$ cat config.mk
export PLATFORM = sky130hd
export DESIGN_NAME = dual_timer_counter
export DESIGN_NICKNAME = d
export VERILOG_FILES = /design/src/rtl/timer_counter_pkg.sv /design/src/rtl/dual_timer_counter.sv
export VERILOG_INCLUDE_DIRS = /design/src /design/src/rtl
export SDC_FILE = /design/constraint.sdc
export NUM_CORES = 1
export LEC_CHECK = 0
export BUFFER_PORTS_ARGS = -buffer_cell sky130_fd_sc_hd__buf_2
export CORE_ASPECT_RATIO = 0.75
export CORE_UTILIZATION = 38
export DETAILED_ROUTE_END_ITERATION = 7
export PLACE_DENSITY = 0.65
export SKIP_LAST_GASP = 1
export SLEW_MARGIN = 10
export SYNTH_ARGS = -nofsm -noshare
export SYNTH_HDL_FRONTEND = slang
export SYNTH_SLANG_ARGS = --single-unit
$ cat constraint.sdc
create_clock -name clk -period 3.2 [get_ports clk]
set_clock_uncertainty 0.15 [all_clocks]
set_input_delay 0.32 -clock clk [delete_from_list [all_inputs] [get_ports clk]]
set_output_delay 0.32 -clock clk [all_outputs]
set_load 0.05 [all_outputs]
$ cat src/rtl/timer_counter_regs.svh
// Function
// - Gate set: count only while pin high and run.
// - Gate clear: count whenever run bit set.
// - Counter select picks external pin or machine cycles.
// - Mode 00: 5-bit prescaler feeding 8-bit high byte.
// - Mode 01: full 16-bit cascaded counter.
// - Mode 10: low byte reloads from high on overflow.
// - Timer 0 mode 11 splits into two 8-bit counters.
// - Timer 1 mode 11 holds its count.
// - Timer 1 overflow sets flag; vector clears it.
// - Timer 0 overflow sets flag; vector clears it.
// - Timer 1 run bit under software control.
// - Timer 0 run bit under software control.
// - External flags set by falling edge or low level.
// - Vector clears external flag only when edge-triggered.
// - Trigger bit set selects edge, clear selects level.
// - Control register at 88H, resets 00H, bit-addressable.
// - Timer 0 high at 8CH, low at 8AH.
// - Timer 1 high at 8DH, low at 8BH.
// - Both timers share identical mode logic except in mode 11.
// - Timer mode counts once per 12-clock machine cycle.
// - Counter samples pin per cycle, counts high-to-low.
// - Auto-reload leaves the high byte unchanged.
`ifndef TIMER_COUNTER_REGS_SVH
`define TIMER_COUNTER_REGS_SVH
`define ADDR_CONTROL     8'h88
`define ADDR_MODE        8'h89
`define ADDR_T0_LOW      8'h8A
`define ADDR_T1_LOW      8'h8B
`define ADDR_T0_HIGH     8'h8C
`define ADDR_T1_HIGH     8'h8D
`define CONTROL_RESET    8'h00
`define MODE_RESET       8'h00
`define COUNT_RESET      8'h00
`define BIT_T1_OVF       3'h7
`define BIT_T1_RUN       3'h6
`define BIT_T0_OVF       3'h5
`define BIT_T0_RUN       3'h4
`define BIT_IRQ1_FLAG    3'h3
`define BIT_IRQ1_EDGE    3'h2
`define BIT_IRQ0_FLAG    3'h1
`define BIT_IRQ0_EDGE    3'h0
`define MACHINE_CLOCKS   4'hC
`define PRESCALE_MAX     8'h1F
`endif

$ cat src/rtl/timer_counter_pkg.sv
package timer_counter_pkg;
    typedef enum logic [1:0] {
        MODE_13BIT,
        MODE_16BIT,
        MODE_RELOAD,
        MODE_SPLIT
    } timer_mode_t;
    typedef struct packed {
        logic        gate;
        logic        counterSel;
        timer_mode_t mode;
    } mode_nibble_t;
    typedef struct packed {
        logic       wrEn;
        logic       rdEn;
        logic [7:0] addr;
        logic [7:0] wdata;
        logic       bitWrEn;
        logic [2:0] bitSel;
        logic       bitVal;
    } sfr_req_t;
endpackage

$ cat src/rtl/dual_timer_counter.sv
`timescale 1ns/1ps
`include "timer_counter_regs.svh"
module dual_timer_counter
    import timer_counter_pkg::*;
(
    input  wire logic       clk,
    input  wire logic       rst_n,
    input  wire sfr_req_t   sfrReq,
    output logic [7:0]      sfrRdata,
    output logic            sfrHit,
    input  wire logic       vectorTimer0,
    input  wire logic       vectorTimer1,
    input  wire logic       vectorIrq0,
    input  wire logic       vectorIrq1,
    input  wire logic       extIrqPin0_n,
    input  wire logic       extIrqPin1_n,
    input  wire logic       countInputPin0,
    input  wire logic       countInputPin1,
    output logic [7:0]      timerControlReg,
    output logic            timer1OverflowPulse
);
    logic       rstMeta_q, rstSync_q, rstInt_n;
    logic [3:0] phase_q;
    logic       machineTick;
    logic [7:0] ctrl_q, modeReg_q;
    logic [7:0] low_q [2];
    logic [7:0] high_q [2];
    logic [3:0] pinMeta_q, pinSync_q;
    logic [1:0] cntSample_q, irqSample_q;
    logic [1:0] lowInc, highInc, lowOvf, highOvf, ovfEvent;
    logic [1:0] runBit, pinFall, extLevel;

    always_ff @(posedge clk or negedge rst_n) begin
        if (!rst_n) begin
            rstMeta_q <= 1'b0;
            rstSync_q <= 1'b0;
        end else begin
            rstMeta_q <= 1'b1;
            rstSync_q <= rstMeta_q;
        end
    end
    assign rstInt_n = rstSync_q;

    // Machine cycle divider; every slower rate is this one-cycle enable.
    always_ff @(posedge clk or negedge rstInt_n) begin
        if (!rstInt_n) begin
            phase_q <= 4'h0;
        end else if (phase_q == `MACHINE_CLOCKS - 4'h1) begin
            phase_q <= 4'h0;
        end else begin
            phase_q <= phase_q + 4'h1;
        end
    end
    assign machineTick = (phase_q == `MACHINE_CLOCKS - 4'h1);

    // Pins: [0] irq0, [1] irq1, [2] count0, [3] count1.
    always_ff @(posedge clk or negedge rstInt_n) begin
        if (!rstInt_n) begin
            pinMeta_q <= 4'hF;
            pinSync_q <= 4'hF;
        end else begin
            pinMeta_q <= {countInputPin1, countInputPin0,
                          extIrqPin1_n, extIrqPin0_n};
            pinSync_q <= pinMeta_q;
        end
    end

    // Per-cycle sampling so a fall needs a high then a low sample.
    always_ff @(posedge clk or negedge rstInt_n) begin
        if (!rstInt_n) begin
            cntSample_q <= 2'h3;
            irqSample_q <= 2'h3;
        end else if (machineTick) begin
            cntSample_q <= pinSync_q[3:2];
            irqSample_q <= pinSync_q[1:0];
        end
    end

    assign runBit = {ctrl_q[`BIT_T1_RUN], ctrl_q[`BIT_T0_RUN]};

    genvar g;
    generate
        for (g = 0; g < 2; g++) begin : gTimer
            mode_nibble_t cfg;
            logic enable, pulse;
            logic incLow, incHigh, ovfLow, ovfHigh;
            assign cfg = mode_nibble_t'(modeReg_q[g*4 +: 4]);
            assign pinFall[g] = cntSample_q[g] & ~pinSync_q[2+g];
            assign extLevel[g] = pinSync_q[g];
            // Gate qualifies the run bit with the interrupt pin level.
            assign enable = runBit[g] & (~cfg.gate | extLevel[g]);
            assign pulse = machineTick & enable &
                           (cfg.counterSel ? pinFall[g] : 1'b1);
            // Local results keep each vector bit under a single driver.
            always_comb begin
                incLow  = 1'b0;
                incHigh = 1'b0;
                ovfLow  = 1'b0;
                ovfHigh = 1'b0;
                case (cfg.mode)
                    MODE_13BIT: begin
                        incLow  = pulse;
                        incHigh = pulse &
                            (low_q[g][4:0] == 5'(`PRESCALE_MAX));
                        ovfHigh = incHigh & (high_q[g] == 8'hFF);
                    end
                    MODE_16BIT: begin
                        incLow  = pulse;
                        incHigh = pulse & (low_q[g] == 8'hFF);
                        ovfHigh = incHigh & (high_q[g] == 8'hFF);
                    end
                    MODE_RELOAD: begin
                        incLow = pulse;
                        ovfLow = pulse & (low_q[g] == 8'hFF);
                    end
                    MODE_SPLIT: begin
                        // Timer 1 in this mode holds, as if stopped.
                        if (g == 0) begin
                            incLow = pulse;
                            ovfLow = pulse & (low_q[g] == 8'hFF);
                        end else begin
                            incLow = 1'b0;
                        end
                    end
                    default: begin
                        incLow = 1'b0;
                    end
                endcase
            end
            assign lowInc[g]  = incLow;
            assign highInc[g] = incHigh;
            assign lowOvf[g]  = ovfLow;
            assign highOvf[g] = ovfHigh;
            // Register write wins over any increment or reload.
            always_ff @(posedge clk or negedge rstInt_n) begin
                if (!rstInt_n) begin
                    low_q[g] <= `COUNT_RESET;
                end else if (sfrReq.wrEn &&
                             sfrReq.addr == `ADDR_T0_LOW + 8'(g)) begin
                    low_q[g] <= sfrReq.wdata;
                end else if (lowOvf[g] && cfg.mode == MODE_RELOAD) begin
                    low_q[g] <= high_q[g];
                end else if (lowInc[g]) begin
                    low_q[g] <= low_q[g] + 8'h01;
                end
            end
        end
    endgenerate

    // Split high byte: machine cycles only, timer 1 run bit.
    logic splitMode, splitHighInc;
    assign splitMode = (modeReg_q[1:0] == 2'b11);
    assign splitHighInc = splitMode & machineTick & runBit[1];

    always_ff @(posedge clk or negedge rstInt_n) begin
        if (!rstInt_n) begin
            high_q[0] <= `COUNT_RESET;
        end else if (sfrReq.wrEn && sfrReq.addr == `ADDR_T0_HIGH) begin
            high_q[0] <= sfrReq.wdata;
        end else if (highInc[0] || splitHighInc) begin
            high_q[0] <= high_q[0] + 8'h01;
        end
    end

    always_ff @(posedge clk or negedge rstInt_n) begin
        if (!rstInt_n) begin
            high_q[1] <= `COUNT_RESET;
        end else if (sfrReq.wrEn && sfrReq.addr == `ADDR_T1_HIGH) begin
            high_q[1] <= sfrReq.wdata;
        end else if (highInc[1]) begin
            high_q[1] <= high_q[1] + 8'h01;
        end
    end

    // Timer 1's flag follows the split high byte while timer 0 is split.
    assign ovfEvent[0] = highOvf[0] | lowOvf[0];
    assign ovfEvent[1] = splitMode ?
        (splitHighInc & (high_q[0] == 8'hFF)) :
        (highOvf[1] | lowOvf[1]);
    assign timer1OverflowPulse = ovfEvent[1];

    always_ff @(posedge clk or negedge rstInt_n) begin
        if (!rstInt_n) begin
            modeReg_q <= `MODE_RESET;
        end else if (sfrReq.wrEn && sfrReq.addr == `ADDR_MODE) begin
            modeReg_q <= sfrReq.wdata;
        end
    end

    // Control register: software data first, hardware sets last so set wins.
    logic [7:0] ctrlWr;
    logic [1:0] irqFall, irqSet;
    always_comb begin
        ctrlWr = ctrl_q;
        if (sfrReq.wrEn && sfrReq.addr == `ADDR_CONTROL) begin
            ctrlWr = sfrReq.wdata;
        end else if (sfrReq.bitWrEn && sfrReq.addr == `ADDR_CONTROL) begin
            ctrlWr[sfrReq.bitSel] = sfrReq.bitVal;
        end
    end
    always_comb begin
        for (int i = 0; i < 2; i++) begin
            irqFall[i] = irqSample_q[i] & ~pinSync_q[i] & machineTick;
            irqSet[i] = ctrl_q[2*i] ? irqFall[i] :
                        (~pinSync_q[i] & machineTick);
        end
    end

    always_ff @(posedge clk or negedge rstInt_n) begin
        if (!rstInt_n) begin
            ctrl_q <= `CONTROL_RESET;
        end else begin
            ctrl_q <= ctrlWr;
            if (vectorTimer1) ctrl_q[`BIT_T1_OVF] <= 1'b0;
            if (vectorTimer0) ctrl_q[`BIT_T0_OVF] <= 1'b0;
            if (vectorIrq1 && ctrl_q[`BIT_IRQ1_EDGE])
                ctrl_q[`BIT_IRQ1_FLAG] <= 1'b0;
            if (vectorIrq0 && ctrl_q[`BIT_IRQ0_EDGE])
                ctrl_q[`BIT_IRQ0_FLAG] <= 1'b0;
            if (!ctrl_q[`BIT_IRQ1_EDGE] && pinSync_q[1] && machineTick)
                ctrl_q[`BIT_IRQ1_FLAG] <= 1'b0;
            if (!ctrl_q[`BIT_IRQ0_EDGE] && pinSync_q[0] && machineTick)
                ctrl_q[`BIT_IRQ0_FLAG] <= 1'b0;
            if (ovfEvent[1]) ctrl_q[`BIT_T1_OVF] <= 1'b1;
            if (ovfEvent[0]) ctrl_q[`BIT_T0_OVF] <= 1'b1;
            if (irqSet[1]) ctrl_q[`BIT_IRQ1_FLAG] <= 1'b1;
            if (irqSet[0]) ctrl_q[`BIT_IRQ0_FLAG] <= 1'b1;
        end
    end
    assign timerControlReg = ctrl_q;

    // Read data is registered; unmapped addresses return zero and no hit.
    always_ff @(posedge clk or negedge rstInt_n) begin
        if (!rstInt_n) begin
            sfrRdata <= 8'h00;
            sfrHit   <= 1'b0;
        end else begin
            sfrHit <= sfrReq.rdEn;
            case (sfrReq.addr)
                `ADDR_CONTROL: sfrRdata <= ctrl_q;
                `ADDR_MODE:    sfrRdata <= modeReg_q;
                `ADDR_T0_LOW:  sfrRdata <= low_q[0];
                `ADDR_T1_LOW:  sfrRdata <= low_q[1];
                `ADDR_T0_HIGH: sfrRdata <= high_q[0];
                `ADDR_T1_HIGH: sfrRdata <= high_q[1];
                default: begin
                    sfrRdata <= 8'h00;
                    sfrHit   <= 1'b0;
                end
            endcase
        end
    end

    property p_tick_period;
        @(posedge clk) disable iff (!rstInt_n)
        machineTick |=> !machineTick [*8] ##1 !machineTick [*3]
        ##1 machineTick;
    endproperty
    a_tick_period: assert property (p_tick_period)
        else $error("machine tick period not 12");

    property p_stop_hold;
        @(posedge clk) disable iff (!rstInt_n)
        (!runBit[0] && !(sfrReq.wrEn && sfrReq.addr == `ADDR_T0_LOW))
        |=> $stable(low_q[0]);
    endproperty
    a_stop_hold: assert property (p_stop_hold)
        else $error("stopped timer 0 low byte moved");

    property p_gate_block;
        @(posedge clk) disable iff (!rstInt_n)
        (modeReg_q[3] && !pinSync_q[0]) |-> !lowInc[0];
    endproperty
    a_gate_block: assert property (p_gate_block)
        else $error("gated timer 0 counted while pin low");

    property p_t1_mode3_hold;
        @(posedge clk) disable iff (!rstInt_n)
        (modeReg_q[5:4] == 2'b11 && !sfrReq.wrEn) |=>
        $stable(low_q[1]) && $stable(high_q[1]);
    endproperty
    a_t1_mode3_hold: assert property (p_t1_mode3_hold)
        else $error("timer 1 in mode 3 changed count");

    property p_reload;
        @(posedge clk) disable iff (!rstInt_n)
        (lowOvf[0] && modeReg_q[1:0] == 2'b10 && !sfrReq.wrEn) |=>
        low_q[0] == high_q[0] && $stable(high_q[0]);
    endproperty
    a_reload: assert property (p_reload)
        else $error("auto-reload wrong");

    property p_t0_flag;
        @(posedge clk) disable iff (!rstInt_n)
        ovfEvent[0] |=> ctrl_q[`BIT_T0_OVF];
    endproperty
    a_t0_flag: assert property (p_t0_flag)
        else $error("timer 0 flag not set");

    property p_t1_flag;
        @(posedge clk) disable iff (!rstInt_n)
        ovfEvent[1] |=> ctrl_q[`BIT_T1_OVF];
    endproperty
    a_t1_flag: assert property (p_t1_flag)
        else $error("timer 1 flag not set");

    property p_write_wins;
        @(posedge clk) disable iff (!rstInt_n)
        (sfrReq.wrEn && sfrReq.addr == `ADDR_T0_HIGH) |=>
        high_q[0] == $past(sfrReq.wdata);
    endproperty
    a_write_wins: assert property (p_write_wins)
        else $error("count write lost");

    property p_level_irq;
        @(posedge clk) disable iff (!rstInt_n)
        (!ctrl_q[`BIT_IRQ0_EDGE] && !pinSync_q[0] && machineTick) |=>
        ctrl_q[`BIT_IRQ0_FLAG];
    endproperty
    a_level_irq: assert property (p_level_irq)
        else $error("level irq0 flag not set");

    property p_t1_stop_hold;
        @(posedge clk) disable iff (!rstInt_n)
        (!runBit[1] && !(sfrReq.wrEn && sfrReq.addr == `ADDR_T1_LOW))
        |=> $stable(low_q[1]);
    endproperty
    a_t1_stop_hold: assert property (p_t1_stop_hold)
        else $error("stopped timer 1 low byte moved");

    property p_edge_vector_clear;
        @(posedge clk) disable iff (!rstInt_n)
        (vectorIrq1 && ctrl_q[`BIT_IRQ1_EDGE] && !irqSet[1] &&
         !(sfrReq.addr == `ADDR_CONTROL &&
           (sfrReq.wrEn || sfrReq.bitWrEn)))
        |=> !ctrl_q[`BIT_IRQ1_FLAG];
    endproperty
    a_edge_vector_clear: assert property (p_edge_vector_clear)
        else $error("edge irq1 flag not cleared by vector");

    property p_level_vector_keep;
        @(posedge clk) disable iff (!rstInt_n)
        (vectorIrq0 && !ctrl_q[`BIT_IRQ0_EDGE] &&
         ctrl_q[`BIT_IRQ0_FLAG] && !pinSync_q[0] &&
         !(sfrReq.addr == `ADDR_CONTROL &&
           (sfrReq.wrEn || sfrReq.bitWrEn)))
        |=> ctrl_q[`BIT_IRQ0_FLAG];
    endproperty
    a_level_vector_keep: assert property (p_level_vector_keep)
        else $error("level irq0 flag cleared by vector");

    c_t0_ovf: cover property (@(posedge clk) ovfEvent[0]);
    c_split: cover property (@(posedge clk) splitHighInc);
    c_reload: cover property (@(posedge clk) lowOvf[0]);
    c_edge: cover property (@(posedge clk) irqFall[1]);
endmodule

==> run summary, run 1 <==
Final Hold Viols -> 0
Max Freq -> 0.3335 GHz
Worst skew pair latency -> 350 ps
CTS max path bufs -> 2
Via density -> 5.931
Synth async-reset ratio -> 100.0%
Required @ worst endpoint -> 2730 ps
Cell leakage power -> 2.207 nW
First-pass GRT wire length -> 23.01 mm
Hold WC Path Type -> primary input to register
Worst-path clk slew -> 70 ps
Synth cell types -> 77
Die width -> 129.4 um
RSZ-0062 raised after global routing -> no
Final Wtd Congestion -> 0.9249
Critical path fanouts, max -> 8
Layout cell share with drive strength beyond 1 -> 21.76%
Sink Count -> 75
Worst R2R Path Depth -> 6
CTS tree -> yes
Post-Syn Nets -> 537
Core area -> 0.01174 mm^2
NumNets Final -> 582
Post-CTS Setup Repair Bufs -> 0
GRT Overall Usage -> 24.27%
Synth Warn # -> 0
Type of element launching the critical path -> register
Fin crit share -> 93.69%
Post-synthesis cell area -> 0.004627 mm^2
Total chip power -> 0.002797 W
Post-Syn Instances -> 497
Worst-margin pin slew -> 966.3 ps
Flops & latches, synth -> 75
Die Y -> 97.56 um
Die area -> 0.01263 mm^2
Initial antenna violation count -> 0
Initial core utilization -> 39.41%
Max_slew headroom -> 35.58%
Remaining antenna violation count -> 0
# rows -> 34
Max Slew Vio Count -> 0
PwrDens -> 521.5 mW/mm^2
Critical Path AT -> 2530 ps
Hold Crit Depth -> 3
Synthesized area per cell -> 9.310 um^2
Commonest non-fill, non-tap cell in the layout -> nand2_1
Ant. Diodes -> 0
Grt ovf -> 0
H-tree levels -> 3
Status -> finished clean
Inserted Clock Buffers -> 9
Tmin final -> 2998 ps
Post-synth EDFFs -> 0
DRT iter0 DRCs -> 310
DP HPWL -> 10.12 mm
I/O Pins -> 51
Remaining DRCs -> 0
Most frequent cells in the layout -> nand2_1 (75), dfrtp_1 (61), buf_2 (49)
Clk root buf -> clkbuf_16
WL final -> 14.16 mm
Wire per inst -> 19.97 um
Worst ir drop on vdd -> 226.6 uV
Critical Path Sink Type -> primary output
Setup violators final -> 0
Largest net degree at the start of global routing -> 74
Register area share after synthesis -> 40.89%
Setup TNS -> 0 ps
Max-Cap Viols -> 0
Critical path class -> register to primary output
Detailed Routing Iterations Pass 1 -> 5
Vias in the first global route -> 4257
Input/output buffers -> 50
Vias post-DR -> 4205
Post-synth top flop -> dfrtp_1
Synthesis-to-layout area growth -> 15.93%
## final timing paths
| path | start | endpoint | slack [ps] |
|---|---|---|---|
| hold reg to reg | pinMeta_q[0] | pinSync_q[0] | 200 |
| hold / removal | sfrReq[21] | sfrHit | 40 |
| max in group asynchronous | rstInt_n | low_q[0] | 1870 |
| min in group asynchronous | rst_n | rstInt_n | 150 |
| setup reg to reg | phase_q[0] | low_q[0] | 790 |
| setup / recovery | low_q[1] | timer1OverflowPulse | 200 |
## logic make-up (layout without fill, tap and decap cells)
kind of cell,count (synthesis),count (layout),share of synthesized area [%]
DFF,75,75,40.89
xor gates and xnor gates,14,14,2.650
AOI/OAI and AO/OA,122,122,18.55
and+or+nand+nor,221,221,27.29
other,1,1,0.08105
buffers and inverters,33,83,3.191
adders and majority gates,7,7,1.893
muxes,24,24,5.462
## area by class of cell
class	instances	area, um^2
Tap cell	162	202.7
Timing Repair Buffer	60	340.3
Multi-Input combinational cell	389	2587
Sequential cell	75	1897
Fill cell	1160	6377
Clock buffer	11	242.7
Inverter	7	26.28
Clock inverter	5	67.56
## what timing repair did
| action | 4_1_cts | 5_1_grt |
|---|---|---|
| endpoints found under the setup margin | 0 | 1 |
| endpoints found under the hold margin | 6 | 0 |
| resized for setup | 0 | 2 |
| hold buffers | 5 | 0 |
## per-stage QoR
stage	instances	worst slack [ps]	cell area (um^2)	util (%)	hold WS (ps)
after floorplan	497	726.4	4627	-	-125.6
after CTS	709	113.4	5360	45.65	27.31
final	709	201.9	5364	45.68	39.17
after global routing	709	13.77	5364	45.68	57.10
after detailed placement	688	489.4	5000	42.58	-41.71
after global placement	688	549.4	5000	42.58	-41.53
## cells in the mapped netlist (all sizes together) (8+ instances only)
cell,instances,area [um^2]
mux2,10,112.6
mux2i,14,140.1
nor2b,14,87.58
nand3,20,100.1
a21oi,28,140.1
xnor2,9,78.83
clkbuf,12,46.29
nand2,76,287.8
dfstp,12,315.3
buf,14,75.07
o21ai,30,150.1
nor2,31,116.4
nor4,11,142.6
nor3,8,50.05
and3,13,81.33
dfrtp,63,1577
a22oi,8,60.06
## power by group
part | internal (W) | switching (W)
Clock | 0.000638 | 0.000438
Combinational | 0.000230 | 0.000284
Sequential | 0.00104 | 0.000165
Total | 0.00191 | 0.000887
## critical path, stage by stage (launching register included)
cell and delay, ps:
dfrtp_1 430, ha_1 290, and3_1 190, ha_1 140
inv_1 50, o32a_4 280, nor4_1 310, o22a_1 240
clkbuf_4 250
## per-layer routing
| metal | vias to the layer above | track usage (%) | part of all wire [%] |
|---|---|---|---|
| met2 | 167 | 34.70 | 42 |
| met4 | 0 | 8.676 | 2.4 |
| met1 | 2082 | 36.06 | 49 |
| met5 | - | 0 | 0 |
| li1 | 1930 | - | - |
| met3 | 26 | 4.681 | 6.8 |
## flip-flops by register name, indices dropped and copies added (netlist names)
register and flops:
cntSample_q 2, pinSync_q 4, low_q 16, rstInt_n 1, sfrRdata 8, high_q 16
irqSample_q 2, timerControlReg 8, rstMeta_q 1, modeReg_q 8, pinMeta_q 4, sfrHit 1
phase_q 4
Note: power is estimated with default switching activity, not from simulation.
==> run 2: changes to the inputs <==
HOLD_SLACK_MARGIN = 0.05   (was default)
==> run 2 against run 1 <==
Non-clock buffer count grew 1. Register-to-register slack is essentially flat. Final cell count grew 0.14%. Global-route usage is essentially flat. Critical path depth is the same. Cell area grew 0.19%. Critical path type unchanged.
==> run summary, run 2 (same netlist as run 1, synthesis figures left out) <==
Max Slew Vio Count -> 0 (unchanged)
Tmin final -> 2986 ps (was 2998 ps)
Initial antenna violation count -> 0 (unchanged)
Largest regs -> high_q (16), low_q (16) (unchanged)
Inst Count DP -> 688 (unchanged)
Inserted Clock Buffers -> 9 (unchanged)
Ant. Diodes -> 0 (unchanged)
Max-Cap Viols -> 0 (unchanged)
Combined area of the multi-input logic cells -> 0.002587 mm^2 (unchanged)
Fin crit share -> 93.31% (was 93.69%)
CTS max path bufs -> 2 (unchanged)
Worst skew pair latency -> 350 ps (about the same)
Status -> finished clean (unchanged)
Sink Count -> 75 (unchanged)
Die width -> 129.4 um (unchanged)
Core area -> 0.01174 mm^2 (unchanged)
Detailed Routing Iterations Pass 1 -> 5 (unchanged)
GRT Overall Usage -> 24.29% (was 24.27%)
Wire per inst -> 19.88 um (was 19.97 um)
H-tree levels -> 3 (unchanged)
Type of element launching the critical path -> register (unchanged)
Clk root buf -> clkbuf_16 (unchanged)
Input/output buffers -> 50 (unchanged)
Vias in the first global route -> 4269 (was 4257)
Setup TNS -> 0 ps (unchanged)
PwrDens -> 520.2 mW/mm^2 (was 521.5 mW/mm^2)
WL final -> 14.12 mm (was 14.16 mm)
Max_slew headroom -> 35.88% (was 35.58%)
I/O Pins -> 51 (unchanged)
CTS tree -> yes (unchanged)
Final Hold Viols -> 0 (unchanged)
Final Non-Filler Cells -> 710 (was 709)
Layout cell share with drive strength beyond 1 -> 21.72% (was 21.76%)
Hold WC Path Type -> primary input to register (unchanged)
Worst-margin pin slew -> 961.9 ps (was 966.3 ps)
Remaining DRCs -> 0 (unchanged)
Die area -> 0.01263 mm^2 (unchanged)
Worst R2R Path Depth -> 6 (unchanged)
Via density -> 5.901 (was 5.931)
Commonest non-fill, non-tap cell in the layout -> nand2_1 (unchanged)
Die Y -> 97.56 um (unchanged)
Initial core utilization -> 39.41% (unchanged)
RSZ-0062 raised after global routing -> no (unchanged)
Synthesis-to-layout area growth -> 16.14% (was 15.93%)
DP HPWL -> 10.12 mm (unchanged)
Post-CTS Setup Repair Bufs -> 0 (unchanged)
Critical Path AT -> 2520 ps (was 2530 ps)
DRT iter0 DRCs -> 317 (was 310)
Required @ worst endpoint -> 2730 ps (about the same)
FF+latch area -> 0.001897 mm^2 (unchanged)
Remaining antenna violation count -> 0 (unchanged)
NumNets Final -> 583 (was 582)
Vias post-DR -> 4190 (was 4205)
Cell leakage power -> 2.211 nW (was 2.207 nW)
Most frequent cells in the layout -> nand2_1 (75), dfrtp_1 (61), buf_2 (49) (unchanged)
Largest net degree at the start of global routing -> 74 (unchanged)
First-pass GRT wire length -> 23.04 mm (was 23.01 mm)
Final Wtd Congestion -> 0.9249 (unchanged)
Setup violators final -> 0 (unchanged)
Worst-path clk slew -> 70 ps (about the same)
Critical path class -> register to primary output (unchanged)
Hold Crit Depth -> 2 (was 3)
Fillers -> 1159 (was 1160)
# rows -> 34 (unchanged)
Max Freq -> 0.3349 GHz (was 0.3335 GHz)
Critical Path Sink Type -> primary output (unchanged)
Grt ovf -> 0 (unchanged)
Worst ir drop on vdd -> 226.6 uV (about the same)
Critical path fanouts, max -> 8 (unchanged)
==> run 2: path summary, 6_finish.rpt <==
path,start,to,slack [ps]
max,low_q[1],timer1OverflowPulse,210
min,vectorTimer0,timerControlReg[5],80
max reg2reg,phase_q[0],low_q[0],780
min reg2reg,pinMeta_q[0],pinSync_q[0],200
max in group asynchronous,rstInt_n,low_q[0],1880
min in group asynchronous,rst_n,rstInt_n,150
==> run 2: what timing repair did <==
action                     CTS  global route
hold buffers                 6             0
hold endpoints to repair     7             0
setup endpoints to repair    0             1
resized for setup            0             2
==> run 2: critical path, stage by stage, from the launching register on <==
cell and delay (ps):
dfrtp_1 430, ha_1 280, and3_1 190, ha_1 140
inv_1 50, o32a_4 280, nor4_1 300, o22a_1 240
clkbuf_4 250
==> run 2: layout make-up <==
| class | instances | share of cell area (%) |
|---|---|---|
| clock inverters | 5 | 1.257 |
| inverters | 7 | 0.4889 |
| well taps | 162 | 3.772 |
| multi-input cells | 389 | 48.15 |
| repair buffers | 61 | 6.519 |
| clock buffers | 11 | 4.517 |
| flip-flops and latches | 75 | 35.30 |
==> run 2: per-stage QoR <==
stage          utilization, %  power, W  hold slack [ps]  cell area [um^2]  setup WS (ps)
2_1_floorplan               -  0.001548           -125.6              4627          726.4
3_3_place_gp            42.58  0.001702           -41.53              5000          549.4
3_5_place_dp            42.58  0.001723           -41.71              5000          489.4
4_1_cts                 45.74  0.002816            65.83              5370          113.4
5_1_grt                 45.77  0.002932            68.48              5374          13.77
6_report                45.77  0.002796            77.13              5374          214.0
==> run 2: report_power, final <==
group,switching [W],leakage [nW],total (W),internal (W)
Clock,0.000437,0.153,0.00108,0.000638
Combinational,0.000283,1.19,0.000514,0.000231
Sequential,0.000165,0.869,0.00121,0.00104
==> run 2: layer usage <==
| metal | wire length (um) | vias to the layer above | global-route usage (%) | share of wire [%] |
|---|---|---|---|---|
| li1 | - | 1937 | - | - |
| met2 | 6004 | 148 | 34.78 | 43 |
| met1 | 6813 | 2082 | 36.06 | 48 |
| met4 | 323 | 0 | 8.676 | 2.3 |
| met3 | 976 | 23 | 4.681 | 6.9 |
| met5 | 0 | - | 0 | 0 |
